File: src/pkg/timer16_regs.svh
// Register offsets, field positions and codes of the 16-bit match/capture timer
// Functional notes
// - Timer mode: count advances every limit+1 clocks
// - Prescaler clears and ticks counter after limit
// - Prescale count readable and writable by software
// - Control register enables counting and holds reset
// - Four matches select reset, stop, interrupt
// - Capture event copies count into capture value
// - Capture control picks edges and interrupt
// - Flags report five pending sources, writable clear
// - Match drives output: toggle, low, high, none
// - Match output count is an instance parameter
// - Source control picks timer or counter edges
// - Capture input may clock the counter
// - Each match output can run single-edge PWM
// - All implemented register bits reset to zero
// - Flag bits 0-3 match, bit 4 capture
// - Writing one clears flag, zero leaves it
`ifndef TIMER16_REGS_SVH
`define TIMER16_REGS_SVH

`define T16_ADDR_W 12
`define T16_CNT_W 16
`define T16_NUM_MATCH 4

`define T16_OFS_FLAGS 12'h000
`define T16_OFS_CONTROL 12'h004
`define T16_OFS_COUNT 12'h008
`define T16_OFS_PLIMIT 12'h00c
`define T16_OFS_PSCOUNT 12'h010
`define T16_OFS_MCTL 12'h014
`define T16_OFS_MATCH0 12'h018
`define T16_OFS_MATCH1 12'h01c
`define T16_OFS_MATCH2 12'h020
`define T16_OFS_MATCH3 12'h024
`define T16_OFS_CAPCTL 12'h028
`define T16_OFS_CAPVAL 12'h02c
`define T16_OFS_XMATCH 12'h03c
`define T16_OFS_SRCCTL 12'h070
`define T16_OFS_PWM 12'h074

`define T16_CTL_W 2
`define T16_CTL_EN 0
`define T16_CTL_RST 1

`define T16_MC_W 12
`define T16_MC_STRIDE 3
`define T16_MC_INT 0
`define T16_MC_RST 1
`define T16_MC_STOP 2

`define T16_CAP_W 3
`define T16_CAP_RISE 0
`define T16_CAP_FALL 1
`define T16_CAP_INT 2

`define T16_FLAG_W 5
`define T16_FLAG_CAP 4

`define T16_XM_W 12
`define T16_XM_CTL_LSB 4
`define T16_XM_CTL_W 2
`define T16_XM_NONE 2'h0
`define T16_XM_LOW 2'h1
`define T16_XM_HIGH 2'h2
`define T16_XM_TOGGLE 2'h3

`define T16_SRC_W 4
`define T16_SRC_MODE_LSB 0
`define T16_SRC_SEL_LSB 2
`define T16_SRC_SEL_CAPTURE 2'h0

`define T16_PWM_W 4

`endif

File: src/pkg/timer16_pkg.sv
// Types shared by the 16-bit match/capture timer
`include "timer16_regs.svh"

package timer16_pkg;

   typedef enum logic [1:0] {
      MODE_TIMER = 2'b00,
      MODE_RISE = 2'b01,
      MODE_FALL = 2'b10,
      MODE_BOTH = 2'b11
   } count_mode_e;

   typedef struct packed {
      logic [`T16_CTL_W-1:0] control;
      logic [`T16_CNT_W-1:0] count;
      logic [`T16_CNT_W-1:0] plimit;
      logic [`T16_CNT_W-1:0] pscount;
      logic [`T16_MC_W-1:0] mctl;
      logic [`T16_NUM_MATCH-1:0][`T16_CNT_W-1:0] match;
      logic [`T16_CAP_W-1:0] capctl;
      logic [`T16_CNT_W-1:0] capture;
      logic [`T16_FLAG_W-1:0] flags;
      logic [`T16_XM_W-1:0] xmatch;
      logic [`T16_SRC_W-1:0] srcctl;
      logic [`T16_PWM_W-1:0] pwm;
      logic [`T16_NUM_MATCH-1:0] mout;
      logic [31:0] rdata;
   } timer_state_s;

   typedef struct packed {
      logic s1;
      logic s2;
      logic s3;
   } sync_state_s;

endpackage : timer16_pkg

File: src/hdl/timer16_match_capture.sv
// 16-bit timer/counter with prescaler, four matches, one capture and PWM outputs
`timescale 1ns/1ps
`default_nettype none
`include "timer16_regs.svh"

module timer16_match_capture #(
   parameter int NUM_MATCH_OUT = 3
) (
   input wire logic mclk_in,
   input wire logic reset_n_in,
   input wire logic [`T16_ADDR_W-1:0] reg_addr_in,
   input wire logic reg_wr_in,
   input wire logic reg_rd_in,
   input wire logic [31:0] reg_wdata_in,
   output logic [31:0] reg_rdata_out,
   input wire logic capture_in,
   output logic [NUM_MATCH_OUT-1:0] match_outputs_out
);

   if (NUM_MATCH_OUT < 1 || NUM_MATCH_OUT > `T16_NUM_MATCH) begin : g_bad_param
      $error("NUM_MATCH_OUT must lie between 1 and 4");
   end

   ////////////////////////////////////////////////////////////////////////////
   // Functions

   function automatic logic edge_pick(input logic want_rise, input logic want_fall,
                                      input logic rise, input logic fall);
      edge_pick = (want_rise & rise) | (want_fall & fall);
   endfunction : edge_pick

   function automatic logic [31:0] widen(input logic [`T16_CNT_W-1:0] v);
      widen = {{(32-`T16_CNT_W){1'b0}}, v};
   endfunction : widen

   ////////////////////////////////////////////////////////////////////////////
   // State and helpers

   timer16_pkg::timer_state_s q;
   timer16_pkg::timer_state_s d;

   logic cap_rise;
   logic cap_fall;
   logic running;
   logic count_evt;
   logic tick;
   logic cap_evt;
   logic any_rst;
   logic any_stop;
   logic [`T16_NUM_MATCH-1:0] hit;
   logic [`T16_NUM_MATCH-1:0] hit_rst;
   logic [`T16_FLAG_W-1:0] flag_set;
   logic [`T16_FLAG_W-1:0] flag_clr;
   logic [1:0] xm_act;
   logic [31:0] rd_mux;
   timer16_pkg::count_mode_e mode;

   edge_sync u_cap_sync (
      .mclk_in(mclk_in),
      .reset_n_in(reset_n_in),
      .pin_in(capture_in),
      .rise_out(cap_rise),
      .fall_out(cap_fall)
   );

   assign mode = timer16_pkg::count_mode_e'(q.srcctl[`T16_SRC_MODE_LSB +: 2]);

   ////////////////////////////////////////////////////////////////////////////
   // Next state

   always_comb begin
      d = q;
      running = q.control[`T16_CTL_EN] & ~q.control[`T16_CTL_RST];
      // Counter mode counts edges of the capture input instead of clocks
      unique case (mode)
         timer16_pkg::MODE_TIMER: count_evt = running;
         timer16_pkg::MODE_RISE: count_evt = running & cap_rise;
         timer16_pkg::MODE_FALL: count_evt = running & cap_fall;
         timer16_pkg::MODE_BOTH: count_evt = running & (cap_rise | cap_fall);
      endcase
      if (q.srcctl[`T16_SRC_SEL_LSB +: 2] != `T16_SRC_SEL_CAPTURE) begin
         count_evt = running & (mode == timer16_pkg::MODE_TIMER);
      end
      tick = count_evt & (q.pscount == q.plimit);

      // Matches act on the tick that would move the count off the match value
      hit = '0;
      hit_rst = '0;
      for (int n = 0; n < `T16_NUM_MATCH; n++) begin
         hit[n] = tick & (q.count == q.match[n]);
         hit_rst[n] = hit[n] & q.mctl[n*`T16_MC_STRIDE + `T16_MC_RST];
      end
      any_rst = |hit_rst;
      any_stop = 1'b0;
      flag_set = '0;
      for (int n = 0; n < `T16_NUM_MATCH; n++) begin
         any_stop = any_stop | (hit[n] & q.mctl[n*`T16_MC_STRIDE + `T16_MC_STOP]);
         flag_set[n] = hit[n] & q.mctl[n*`T16_MC_STRIDE + `T16_MC_INT];
      end
      cap_evt = edge_pick(q.capctl[`T16_CAP_RISE], q.capctl[`T16_CAP_FALL], cap_rise, cap_fall);
      flag_set[`T16_FLAG_CAP] = cap_evt & q.capctl[`T16_CAP_INT];

      // Prescaler and counter
      if (count_evt) begin
         d.pscount = tick ? '0 : q.pscount + 1'b1;
      end
      if (tick) begin
         d.count = any_rst ? '0 : q.count + 1'b1;
      end
      if (any_stop) begin
         d.control[`T16_CTL_EN] = 1'b0;
      end
      if (cap_evt) begin
         d.capture = q.count;
      end

      // External match state bits
      for (int n = 0; n < `T16_NUM_MATCH; n++) begin
         xm_act = q.xmatch[`T16_XM_CTL_LSB + n*`T16_XM_CTL_W +: `T16_XM_CTL_W];
         if (hit[n]) begin
            unique case (xm_act)
               `T16_XM_NONE: d.xmatch[n] = q.xmatch[n];
               `T16_XM_LOW: d.xmatch[n] = 1'b0;
               `T16_XM_HIGH: d.xmatch[n] = 1'b1;
               `T16_XM_TOGGLE: d.xmatch[n] = ~q.xmatch[n];
            endcase
         end
      end
      xm_act = '0;

      // Software writes: data registers take the written value over the counting update
      flag_clr = '0;
      if (reg_wr_in) begin
         unique case (reg_addr_in)
            `T16_OFS_FLAGS: flag_clr = reg_wdata_in[`T16_FLAG_W-1:0];
            `T16_OFS_CONTROL: d.control = reg_wdata_in[`T16_CTL_W-1:0];
            `T16_OFS_COUNT: d.count = reg_wdata_in[`T16_CNT_W-1:0];
            `T16_OFS_PLIMIT: d.plimit = reg_wdata_in[`T16_CNT_W-1:0];
            `T16_OFS_PSCOUNT: d.pscount = reg_wdata_in[`T16_CNT_W-1:0];
            `T16_OFS_MCTL: d.mctl = reg_wdata_in[`T16_MC_W-1:0];
            `T16_OFS_MATCH0: d.match[0] = reg_wdata_in[`T16_CNT_W-1:0];
            `T16_OFS_MATCH1: d.match[1] = reg_wdata_in[`T16_CNT_W-1:0];
            `T16_OFS_MATCH2: d.match[2] = reg_wdata_in[`T16_CNT_W-1:0];
            `T16_OFS_MATCH3: d.match[3] = reg_wdata_in[`T16_CNT_W-1:0];
            `T16_OFS_CAPCTL: d.capctl = reg_wdata_in[`T16_CAP_W-1:0];
            `T16_OFS_XMATCH: d.xmatch = reg_wdata_in[`T16_XM_W-1:0];
            `T16_OFS_SRCCTL: d.srcctl = reg_wdata_in[`T16_SRC_W-1:0];
            `T16_OFS_PWM: d.pwm = reg_wdata_in[`T16_PWM_W-1:0];
            default: d.control = d.control;
         endcase
      end
      // A flag raised in the cycle of its clear survives
      d.flags = (q.flags & ~flag_clr) | flag_set;

      // Reset bit holds both counters at zero, even against a write
      if (q.control[`T16_CTL_RST]) begin
         d.count = '0;
         d.pscount = '0;
      end

      // Outputs: PWM is low from count zero until the match value, then high
      for (int n = 0; n < `T16_NUM_MATCH; n++) begin
         d.mout[n] = q.pwm[n] ? (q.count >= q.match[n]) : q.xmatch[n];
      end

      // Read data, registered; unmapped offsets read zero
      unique case (reg_addr_in)
         `T16_OFS_FLAGS: rd_mux = {{(32-`T16_FLAG_W){1'b0}}, q.flags};
         `T16_OFS_CONTROL: rd_mux = {{(32-`T16_CTL_W){1'b0}}, q.control};
         `T16_OFS_COUNT: rd_mux = widen(q.count);
         `T16_OFS_PLIMIT: rd_mux = widen(q.plimit);
         `T16_OFS_PSCOUNT: rd_mux = widen(q.pscount);
         `T16_OFS_MCTL: rd_mux = {{(32-`T16_MC_W){1'b0}}, q.mctl};
         `T16_OFS_MATCH0: rd_mux = widen(q.match[0]);
         `T16_OFS_MATCH1: rd_mux = widen(q.match[1]);
         `T16_OFS_MATCH2: rd_mux = widen(q.match[2]);
         `T16_OFS_MATCH3: rd_mux = widen(q.match[3]);
         `T16_OFS_CAPCTL: rd_mux = {{(32-`T16_CAP_W){1'b0}}, q.capctl};
         `T16_OFS_CAPVAL: rd_mux = widen(q.capture);
         `T16_OFS_XMATCH: rd_mux = {{(32-`T16_XM_W){1'b0}}, q.xmatch};
         `T16_OFS_SRCCTL: rd_mux = {{(32-`T16_SRC_W){1'b0}}, q.srcctl};
         `T16_OFS_PWM: rd_mux = {{(32-`T16_PWM_W){1'b0}}, q.pwm};
         default: rd_mux = 32'h0000_0000;
      endcase
      if (reg_rd_in) begin
         d.rdata = rd_mux;
      end
   end

   always_ff @(posedge mclk_in or negedge reset_n_in) begin
      if (!reset_n_in) begin
         q <= '0;
      end else begin
         q <= d;
      end
   end

   assign reg_rdata_out = q.rdata;
   assign match_outputs_out = q.mout[NUM_MATCH_OUT-1:0];

   logic wr_count;
   logic wr_ps;
   assign wr_count = reg_wr_in && reg_addr_in == `T16_OFS_COUNT;
   assign wr_ps = reg_wr_in && reg_addr_in == `T16_OFS_PSCOUNT;
endmodule : timer16_match_capture

`default_nettype wire

File: src/hdl/edge_sync.sv
// Two-flop synchroniser with edge detection for the capture pin
`timescale 1ns/1ps
`default_nettype none

module edge_sync (
   input wire logic mclk_in,
   input wire logic reset_n_in,
   input wire logic pin_in,
   output logic rise_out,
   output logic fall_out
);

   timer16_pkg::sync_state_s q;
   timer16_pkg::sync_state_s d;

   // First stage feeds only the second; edges look at stages two and three
   always_comb begin
      d = q;
      d.s1 = pin_in;
      d.s2 = q.s1;
      d.s3 = q.s2;
   end

   always_ff @(posedge mclk_in or negedge reset_n_in) begin
      if (!reset_n_in) begin
         q <= '0;
      end else begin
         q <= d;
      end
   end

   assign rise_out = q.s2 & ~q.s3;
   assign fall_out = ~q.s2 & q.s3;

endmodule : edge_sync

`default_nettype wire

File: config.mk
export PLATFORM = sky130hd
export DESIGN_NAME = timer16_match_capture
export DESIGN_NICKNAME = d
export VERILOG_FILES = /design/src/pkg/timer16_pkg.sv /design/src/hdl/timer16_match_capture.sv /design/src/hdl/edge_sync.sv
export VERILOG_INCLUDE_DIRS = /design/src /design/src/pkg
export SDC_FILE = /design/constraint.sdc
export NUM_CORES = 1
export LEC_CHECK = 0
export ABC_CLOCK_PERIOD_IN_PS = 2300
export BUFFER_PORTS_ARGS = -buffer_cell sky130_fd_sc_hd__buf_2
export CORE_ASPECT_RATIO = 1.75
export CORE_MARGIN = 2
export CORE_UTILIZATION = 50
export CTS_CLUSTER_DIAMETER = 30
export CTS_CLUSTER_SIZE = 20
export DETAILED_ROUTE_END_ITERATION = 12
export HOLD_SLACK_MARGIN = 0.12
export PLACE_DENSITY = 0.71
export RECOVER_POWER = 25
export SLEW_MARGIN = 20
export SYNTH_ARGS = -nofsm -noshare
export SYNTH_HDL_FRONTEND = slang
export SYNTH_SLANG_ARGS = --single-unit
File: constraint.sdc
create_clock -name mclk_in -period 2.3 [get_ports mclk_in]
set_input_delay 0.69 -clock mclk_in [delete_from_list [all_inputs] [get_ports mclk_in]]
set_output_delay 0.69 -clock mclk_in [all_outputs]
set_load 0.01 [all_outputs]
==> flow_summary.ini, run 1 <==
[timing]
layout_setup_ws_ns = -0.0595
final.min_clock_period_ns = 2.36
finalSetupViolCount = 17
drv_slew = 0
relSlewSlack = 0.290
fmax_mhz = 424
fin_crit_sh = 1.03
rsz0062_at_grt = true
finClkSkew_ns = 0.0136
worstMarginPinSlew_ns = 1.06
hold_viol = 0

[hold_path]
worstHoldPathCells = 1
holdPathEnd = u_cap_sync.d[1]
hold_start = capture_in
hold_class = in2reg

[global_route]
antenna_found_initial = 0
grt_max_degree = 63
track_usage = 0.349
grt_pass1_vias = 10300
grt_pass1_wl_um = 61500
grt-ovfl-total = 0

[outcome]
status = finished with violations
violations = setup timing

[setup_path]
reg2reg_slack_ns = -0.06
cp_max_fo = 15
r2r-start = q[186]
critPathCaptureType = register
cp-start-kind = register
cp.arrival_ns = 2.71
timing.rr.end = q[196]
critPathKind = reg2reg
required_ns = 2.65
r2r_cells = 8

[clock_tree]
clkTransAtPathRegs_ns = 0.08
root_buffer = clkbuf_16
cts_tree = built
numCtsBuffers = 17
htreeDepth = 4
clkLatencyLatePin_ns = 0.47
ctsHoldBuffers = 0
clock_sinks = 192
max-clock-path-buffers = 2

[drt]
finalWirelength_um = 41800
drt-vias-per-instance = 6.10
dr.pass1.iters = 8
drtIter0Drc = 765
final_antenna_net_count = 0
vias = 10100
wire_per_inst_um = 25.4
drt_drc_violations_left = 0

[synthesis]
ys_ff_latch = 192
synth_top_area_share = 0.415
ys_seq_area_frac = 0.415
synth_top_area_cell = dfrtp_1
synth_commonest_cells = 192 x dfrtp_1, 105 x mux2_2, 72 x inv_1
synth.cell_area_um2 = 11600
async_reset_ff_frac = 1.00
post-synth-top-count-cell = dfrtp_1
synth_edf_count = 0
synth_area_leaders = dfrtp_1 41%, mux2_2 10%, ha_1 5.6%
synth_cells = 1114
synth_area_per_cell_um2 = 10.4
synth_flop_cell = dfrtp_1
yosys_warnings = 0
synth_cell_type_count = 75

[cells_and_area]
area_growth_syn_to_layout_pct = 25.8
drive_gt1_frac = 0.392
antenna_cells = 0
fillers = 1822
utilization = 0.641
layout.nets = 1436

[power]
swShare = 0.261
seq_power_share = 0.500
total_power_w = 0.00688
clockPowerShare = 0.420
internal_power_w = 0.00508
p_switching_w = 0.00179
vdd_ir_drop_max_mv = 0.515
comb_power_share = 0.080
powerDensity_nw_per_um2 = 472
power_leakage_nw = 6.78

[flow_run]
drv_cap = 0

[die]
start_util = 0.510
ios = 84
rows = 73
die_h_um = 205
core_um2 = 22700
die_w_um = 119
dieArea_um2 = 24500

[placement]
dpl.hpwl_um = 32100
dp_slack_ns = -0.420
gp_congestion = 1.03
io_buffers = 51
## through the flow
step                      TNS [ns]  std cells  instance area (um^2)  hold WS [ns]
after floorplan              -5.92       1129                 11800         0.331
after global placement      -35.45       1609                 13700         0.347
after detailed placement    -37.61       1609                 13700         0.347
after CTS                        0       1643                 14300         0.140
after global routing         -1.43       1648                 14600         0.316
final                       -0.591       1648                 14600         0.324
## how the worst max path moves through the flow
stage / from / to / slack, ns / cells past startpoint
finish: q[186] / q[196] / -0.06 / 8
detailed placement: reg_addr_in[3] / reg_rdata_out[11] / -0.42 / 10
global placement: reg_addr_in[3] / reg_rdata_out[11] / -0.43 / 10
CTS: q[201] / q[188] / 0.0005 / 9
floorplan: reg_addr_in[4] / q[117] / -0.22 / 7
global route: q[199] / q[201] / -0.09 / 11
## registers in the layout, summed over array words and instances, names as in the netlist
name,cells
match_outputs_out,3
u_cap_sync.d,2
mode,2
reg_rdata_out,16
u_cap_sync.q,1
q,168
## cell families after synthesis
kind of cell / synth area share
flops: 0.415
compound gates: 0.121
mux: 0.153
simple gates: 0.136
other cells: 0.000324
fa+ha+maj: 0.0561
xor+xnor: 0.0453
buf+inv: 0.0737
## layout make-up
type | instances | area, um^2 | area share
Multi-Input combinational cell | 765 | 6340 | 0.435
Tap cell | 300 | 375 | 0.0258
Clock inverter | 10 | 75.1 | 0.00515
Timing Repair Buffer | 287 | 2230 | 0.153
Clock buffer | 22 | 474 | 0.0325
Inverter | 72 | 270 | 0.0185
Sequential cell | 192 | 4820 | 0.330
## placed cells by master, fill, tap and decap left out, types with 9 or more instances in the layout
master	netlist	routed
nand2_1	70	70
conb_1	1	16
dfrtp_2	0	9
nand4_1	20	20
buf_4	42	214
a22o_1	11	11
clkbuf_16	0	18
buf_12	0	14
nor2_1	37	33
xor2_1	20	20
mux2i_1	20	20
nor4_1	20	14
a22oi_1	27	27
mux2_2	105	98
nor3_1	17	15
dfrtp_1	192	183
inv_1	72	72
nand3_1	33	31
xnor2_1	40	39
a21oi_1	26	25
mux2_4	20	28
and3_1	15	12
ha_1	52	48
buf_2	17	51
o22ai_1	11	9
o21ai_0	53	36
o21ai_2	0	13
nor2b_1	18	18
## power groups by stage
stage,Combinational [W],Clock (W),Sequential [W]
2_1_floorplan,0.000240,0,0.00350
3_3_place_gp,0.000536,0,0.00350
3_5_place_dp,0.000547,0,0.00350
4_1_cts,0.000550,0.00291,0.00344
5_1_grt,0.000584,0.00303,0.00344
6_report,0.000551,0.00289,0.00344
## repair_timing
action | in CTS | in global routing
pin swaps | 5 | 19
setup buffers | 2 | 6
gates cloned | 0 | 1
hold endpoints to repair | 0 | 0
setup endpoints to repair | 39 | 28
gates resized for setup | 18 | 57
## routing by layer
layer  vias to the layer above  track usage  wire (um)
met5                         -            0          0
met4                         0        0.340       4850
met3                       204       0.0516       2150
met2                       457        0.581      20400
met1                      4973        0.372      14400
li1                       4427            -          -
## critical path, cell delays in order, from the launching register on
cell	delay (ns)
dfrtp_1	0.42
xor2_1	0.19
nor4_1	0.35
nand4_1	0.19
buf_4	0.25
buf_4	0.20
nor4_2	0.35
xnor2_1	0.19
o21ai_2	0.09
Power figures use the tool's default switching activity.
==> inputs of run 2 (changes only) <==
--- a/config.mk
+++ b/config.mk
@@ -9,14 +9,14 @@
 export ABC_CLOCK_PERIOD_IN_PS = 2300
 export BUFFER_PORTS_ARGS = -buffer_cell sky130_fd_sc_hd__buf_2
 export CORE_ASPECT_RATIO = 1.75
-export CORE_MARGIN = 2
+export CORE_MARGIN = 8
 export CORE_UTILIZATION = 50
 export CTS_CLUSTER_DIAMETER = 30
 export CTS_CLUSTER_SIZE = 20
 export DETAILED_ROUTE_END_ITERATION = 12
 export HOLD_SLACK_MARGIN = 0.12
 export PLACE_DENSITY = 0.71
-export RECOVER_POWER = 25
+export RECOVER_POWER = 100
 export SLEW_MARGIN = 20
 export SYNTH_ARGS = -nofsm -noshare
 export SYNTH_HDL_FRONTEND = slang
==> run 2 against run 1 <==
  * The flow still finishes with violations (setup timing)
  * Routed wire length up 3.1%
  * First-iteration DRC count rose by 32%
  * Maximum frequency hardly changed
  * Cell count decreased by 0.12%
  * Clock power rose by 5%
  * Register-to-register slack is essentially flat
  * Critical endpoint is now q[203]
==> flow_summary.ini, run 2 (synthesis gave the netlist of run 1 again) <==
[cells_and_area]
final_common_cell = buf_4
antenna_cells = 0
final_area_um2 = 14500
layout.nets = 1434
area_growth_syn_to_layout_pct = 25.2
regMostFlops = q
drive_gt1_frac = 0.366
largest_reg_flops = 168
final_cell_mix = 188 x buf_4, 186 x dfrtp_1, 98 x mux2_2, 72 x inv_1, 71 x nand2_1
layout.cells.non_filler = 1646

[drt]
drtIter0Drc = 1007
final_antenna_net_count = 0
wire_per_inst_um = 26.2
vias = 10100
finalWirelength_um = 43100
drt-vias-per-instance = 6.15
drt_drc_violations_left = 0
dr.pass1.iters = 8

[global_route]
antenna_found_initial = 0
grt_pass1_vias = 10300
grt_max_degree = 68
grt-ovfl-total = 0
track_usage = 0.310
grt_pass1_wl_um = 63400

[timing]
worstMarginPinSlew_ns = 1.01
hold_ws_ns = 0.331
fmax_mhz = 424
hold_viol = 0
rsz0062_at_grt = true
tns_ns = -1.23
layout_setup_ws_ns = -0.0607
final.min_clock_period_ns = 2.36
finalSetupViolCount = 40
finClkSkew_ns = 0.0110
relSlewSlack = 0.326
fin_crit_sh = 1.03
drv_slew = 0

[placement]
gp_congestion = 0.995
placed_cell_area_um2 = 13700
place_inst = 1605
io_buffers = 51
dpl.hpwl_um = 32400

[die]
die_h_um = 217
die_w_um = 131
dieArea_um2 = 28500
core_um2 = 22700
ios = 84
start_util = 0.510
rows = 73

[power]
power_leakage_nw = 6.77
powerDensity_nw_per_um2 = 484
vdd_ir_drop_max_mv = 0.504

[clock_tree]
clkLatencyLatePin_ns = 0.46
numCtsBuffers = 17
max-clock-path-buffers = 2
clkTransAtPathRegs_ns = 0.07
root_buffer = clkbuf_16
cts_tree = built
htreeDepth = 4
clock_sinks = 192

[flow_run]
drv_cap = 0

[hold_path]
hold_class = in2reg

[setup_path]
max_stage_delay_ns = 0.44
critPathCaptureType = register
cp_max_fo = 11
path_cells = buf_4 > ha_1 > and4_4 > nand3_2 > or3_4 > o221ai_2 > o21a_2 > buf_12 > o21ai_1
cp.arrival_ns = 2.71
required_ns = 2.65
cp-start-kind = register
critPathKind = reg2reg
cp_slowest_cell = dfrtp_2

[outcome]
status = finished with violations
violations = setup timing
run 2: changes by cell type in the layout (fill, tap and decap cells not counted), sizes merged:
cell | previous run | this run
buf | 283 | 246
bufinv | 0 | 2
clkbuf | 26 | 58
clkinv | 4 | 7
clkinvlp | 3 | 1
dlygate4sd3 | 0 | 1
inv | 75 | 74
run 2: final cells by class:
class                   instances  area, um^2
clock buffers                  20         457
clock inverters                12         131
fillers                      1871        8230
inverters                      72         270
multi-input cells             765        6290
flip-flops and latches        192        4810
well taps                     300         375
repair buffers                285        2170
run 2: critical path: cells and delay by family (launching register included):
kind | cells | cell delay [ns]
buffers and inverters | 2 | 0.31
flip-flops | 1 | 0.44
AO/OA/AOI/OAI | 3 | 0.46
AND/OR/NAND/NOR | 3 | 0.74
adder cells (fa/ha/maj) | 1 | 0.30
run 2: worst paths after layout:
path	from	endpoint	slack, ns	cells past startpoint
worst max-delay path	q[197]	q[203]	-0.06	9
worst min-delay path	capture_in	u_cap_sync.d[1]	0.33	1
worst max register to register	q[197]	q[203]	-0.06	9
worst min register to register	u_cap_sync.d[1]	u_cap_sync.d[0]	0.38	0
max in group asynchronous	reset_n_in	q[122]	0.22	3
min in group asynchronous	reset_n_in	q[176]	0.92	2
run 2: routing by layer:
layer	track usage	wire length, um	vias to the layer above
li1	-	-	4434
met1	0.334	15200	5023
met2	0.518	21500	492
met3	0.0571	2370	177
met4	0.247	4010	0
met5	0	0	-
run 2: timing repair:
action / CTS / global route
hold endpoints to repair: 11 / 0
pin swaps: 9 / 14
hold buffers: 1 / 0
setup endpoints to repair: 35 / 30
cloned: 0 / 0
resized for setup: 21 / 53
buffers inserted: 1 / 7
run 2: stage by stage:
stage	util	setup slack, ns	power (W)
3_3_place_gp	0.602	-0.416	0.00404
6_report	0.638	-0.0607	0.00703
5_1_grt	0.638	-0.146	0.00721
3_5_place_dp	0.602	-0.402	0.00405
2_1_floorplan	-	-0.215	0.00374
4_1_cts	0.633	0.00164	0.00705
run 2: power by group:
group / switching (W) / internal [W]
sequential: 0.0000285 / 0.00341
clock: 0.00137 / 0.00166
combinational: 0.000358 / 0.000198
==> inputs of run 3 (changes only) <==
--- a/config.mk
+++ b/config.mk
@@ -15,7 +15,7 @@
 export CTS_CLUSTER_SIZE = 20
 export DETAILED_ROUTE_END_ITERATION = 12
 export HOLD_SLACK_MARGIN = 0.12
-export PLACE_DENSITY = 0.71
+export PLACE_DENSITY_LB_ADDON = 0.15
 export RECOVER_POWER = 100
 export SLEW_MARGIN = 20
 export SYNTH_ARGS = -nofsm -noshare
==> run 3 against run 2 <==
  * The run ends with capacitance limit, slew limit, setup timing left
  * Die area stayed put
  * Via count down 1.0%
  * Sequential share of layout area shrank 0.071 points
  * Utilization is 0.15 points higher
  * Register-to-register slack worse by 0.04 ns
  * Final area grew 0.24%
  * Combinational power is 2% lower
  * Worst setup slack got worse by 0.036 ns
  * Global-route usage increased by 0.10 points
  * Clock power fell by 2%
  * Largest power group unchanged
==> flow_summary.ini, run 3 (synthesis gave the netlist of run 1 again) <==
[outcome]
status = finished with violations
violations = capacitance limit, slew limit, setup timing

[cells_and_area]
layout.nets = 1452
final_common_cell = buf_4
antenna_cells = 0
area_growth_syn_to_layout_pct = 25.5
largest_reg_flops = 168
fillers = 1889
regMostFlops = q
final_area_um2 = 14500
final_cell_mix = 201 x buf_4, 185 x dfrtp_1, 98 x mux2_2, 72 x inv_1, 72 x nand2_1
regArea_um2 = 4810
utilization = 0.639
drive_gt1_frac = 0.369
multiInputGateArea_um2 = 6330

[timing]
finalSetupViolCount = 18
fin_crit_sh = 1.04
final.min_clock_period_ns = 2.40
hold_viol = 0
fmax_mhz = 417
drv_slew = 58
finClkSkew_ns = 0.0113
layout_setup_ws_ns = -0.0969
hold_ws_ns = 0.336
relSlewSlack = -0.0931
worstMarginPinSlew_ns = 1.64
rsz0062_at_grt = true

[setup_path]
required_ns = 2.64
cp_max_fo = 5
crit_start = q[200]
critPathKind = reg2reg
cp-start-kind = register
critPathCaptureType = register
r2r-start = q[200]
cp.arrival_ns = 2.73

[clock_tree]
clock_sinks = 192
ctsHoldBuffers = 0
clkLatencyLatePin_ns = 0.46
root_buffer = clkbuf_16
numCtsBuffers = 17
clkTransAtPathRegs_ns = 0.07
max-clock-path-buffers = 2
cts_tree = built
htreeDepth = 4

[global_route]
grt-ovfl-total = 0
grt_pass1_wl_um = 63600
track_usage = 0.311
grt_pass1_vias = 10300
antenna_found_initial = 0
grt_max_degree = 59

[hold_path]
hold_class = in2reg
hold_start = capture_in

[drt]
dr_wl_met3_um = 2390
routedLengthMet1_um = 15200
drt_drc_violations_left = 0
top_layer = met4
drtIter0Drc = 870
final_antenna_net_count = 0
dr_wl_met2_um = 21600
finalWirelength_um = 43100
wire_per_inst_um = 25.9
vias = 10000
dr.pass1.iters = 5
drt-vias-per-instance = 6.03

[power]
vdd_ir_drop_max_mv = 0.522
power_leakage_nw = 6.73
powerDensity_nw_per_um2 = 479

[die]
rows = 73
core_um2 = 22700
die_w_um = 131
ios = 84
die_h_um = 217
start_util = 0.510
dieArea_um2 = 28500

[placement]
gp_congestion = 0.997
io_buffers = 51
dp_slack_ns = -0.410
dpl.hpwl_um = 33200
placed_cell_area_um2 = 13800

[flow_run]
drv_cap = 1
[run 3: worst paths after layout]
path | slack [ns] | to | cells after the start
max | -0.1 | q[195] | 11
min | 0.34 | u_cap_sync.d[1] | 1
max reg2reg | -0.1 | q[195] | 11
min reg2reg | 0.37 | u_cap_sync.d[0] | 0
max in group asynchronous | 0.30 | q[132] | 2
min in group asynchronous | 0.66 | q[176] | 1
[run 3: layout make-up]
type / count / area share
multi-input cells: 765 / 0.435
flip-flops and latches: 192 / 0.331
repair buffers: 303 / 0.150
clock buffers: 25 / 0.0348
well taps: 300 / 0.0258
inverters: 72 / 0.0186
clock inverters: 6 / 0.00499
[run 3: critical path: stages, from the launching register on]
cell and delay (ns):
dfrtp_1 0.43, clkbuf_4 0.17, xnor2_1 0.30, buf_4 0.19, nand4_1 0.13, nor4_2 0.25, buf_4 0.18, buf_4 0.11
a21o_1 0.12, o21a_4 0.18, clkbuf_16 0.17, o21ai_2 0.06
[run 3: per-layer routing]
layer / up-vias / track usage
li1: 4452 / -
met1: 4976 / 0.333
met2: 426 / 0.515
met3: 166 / 0.0566
met4: 0 / 0.262
met5: - / 0
[run 3: repair_timing]
item / 4_1_cts / 5_1_grt
gates cloned: 0 / 1
endpoints found under the setup margin: 23 / 38
pin swaps: 4 / 24
gates resized for setup: 19 / 61
buffers inserted: 3 / 4
[run 3: power by group]
part	internal, W	total (W)	switching, W
registers	0.00341	0.00344	0.0000285
clock network	0.00164	0.00298	0.00134
logic	0.000188	0.000544	0.000355
[run 3: through the flow]
step / total power (W) / TNS, ns / std cells
after global routing: 0.00717 / -2.71 / 1663
after detailed placement: 0.00405 / -42.84 / 1625
final: 0.00697 / -1.16 / 1663
after floorplan: 0.00374 / -5.92 / 1129
after CTS: 0.00703 / 0 / 1659
after global placement: 0.00404 / -40.31 / 1625
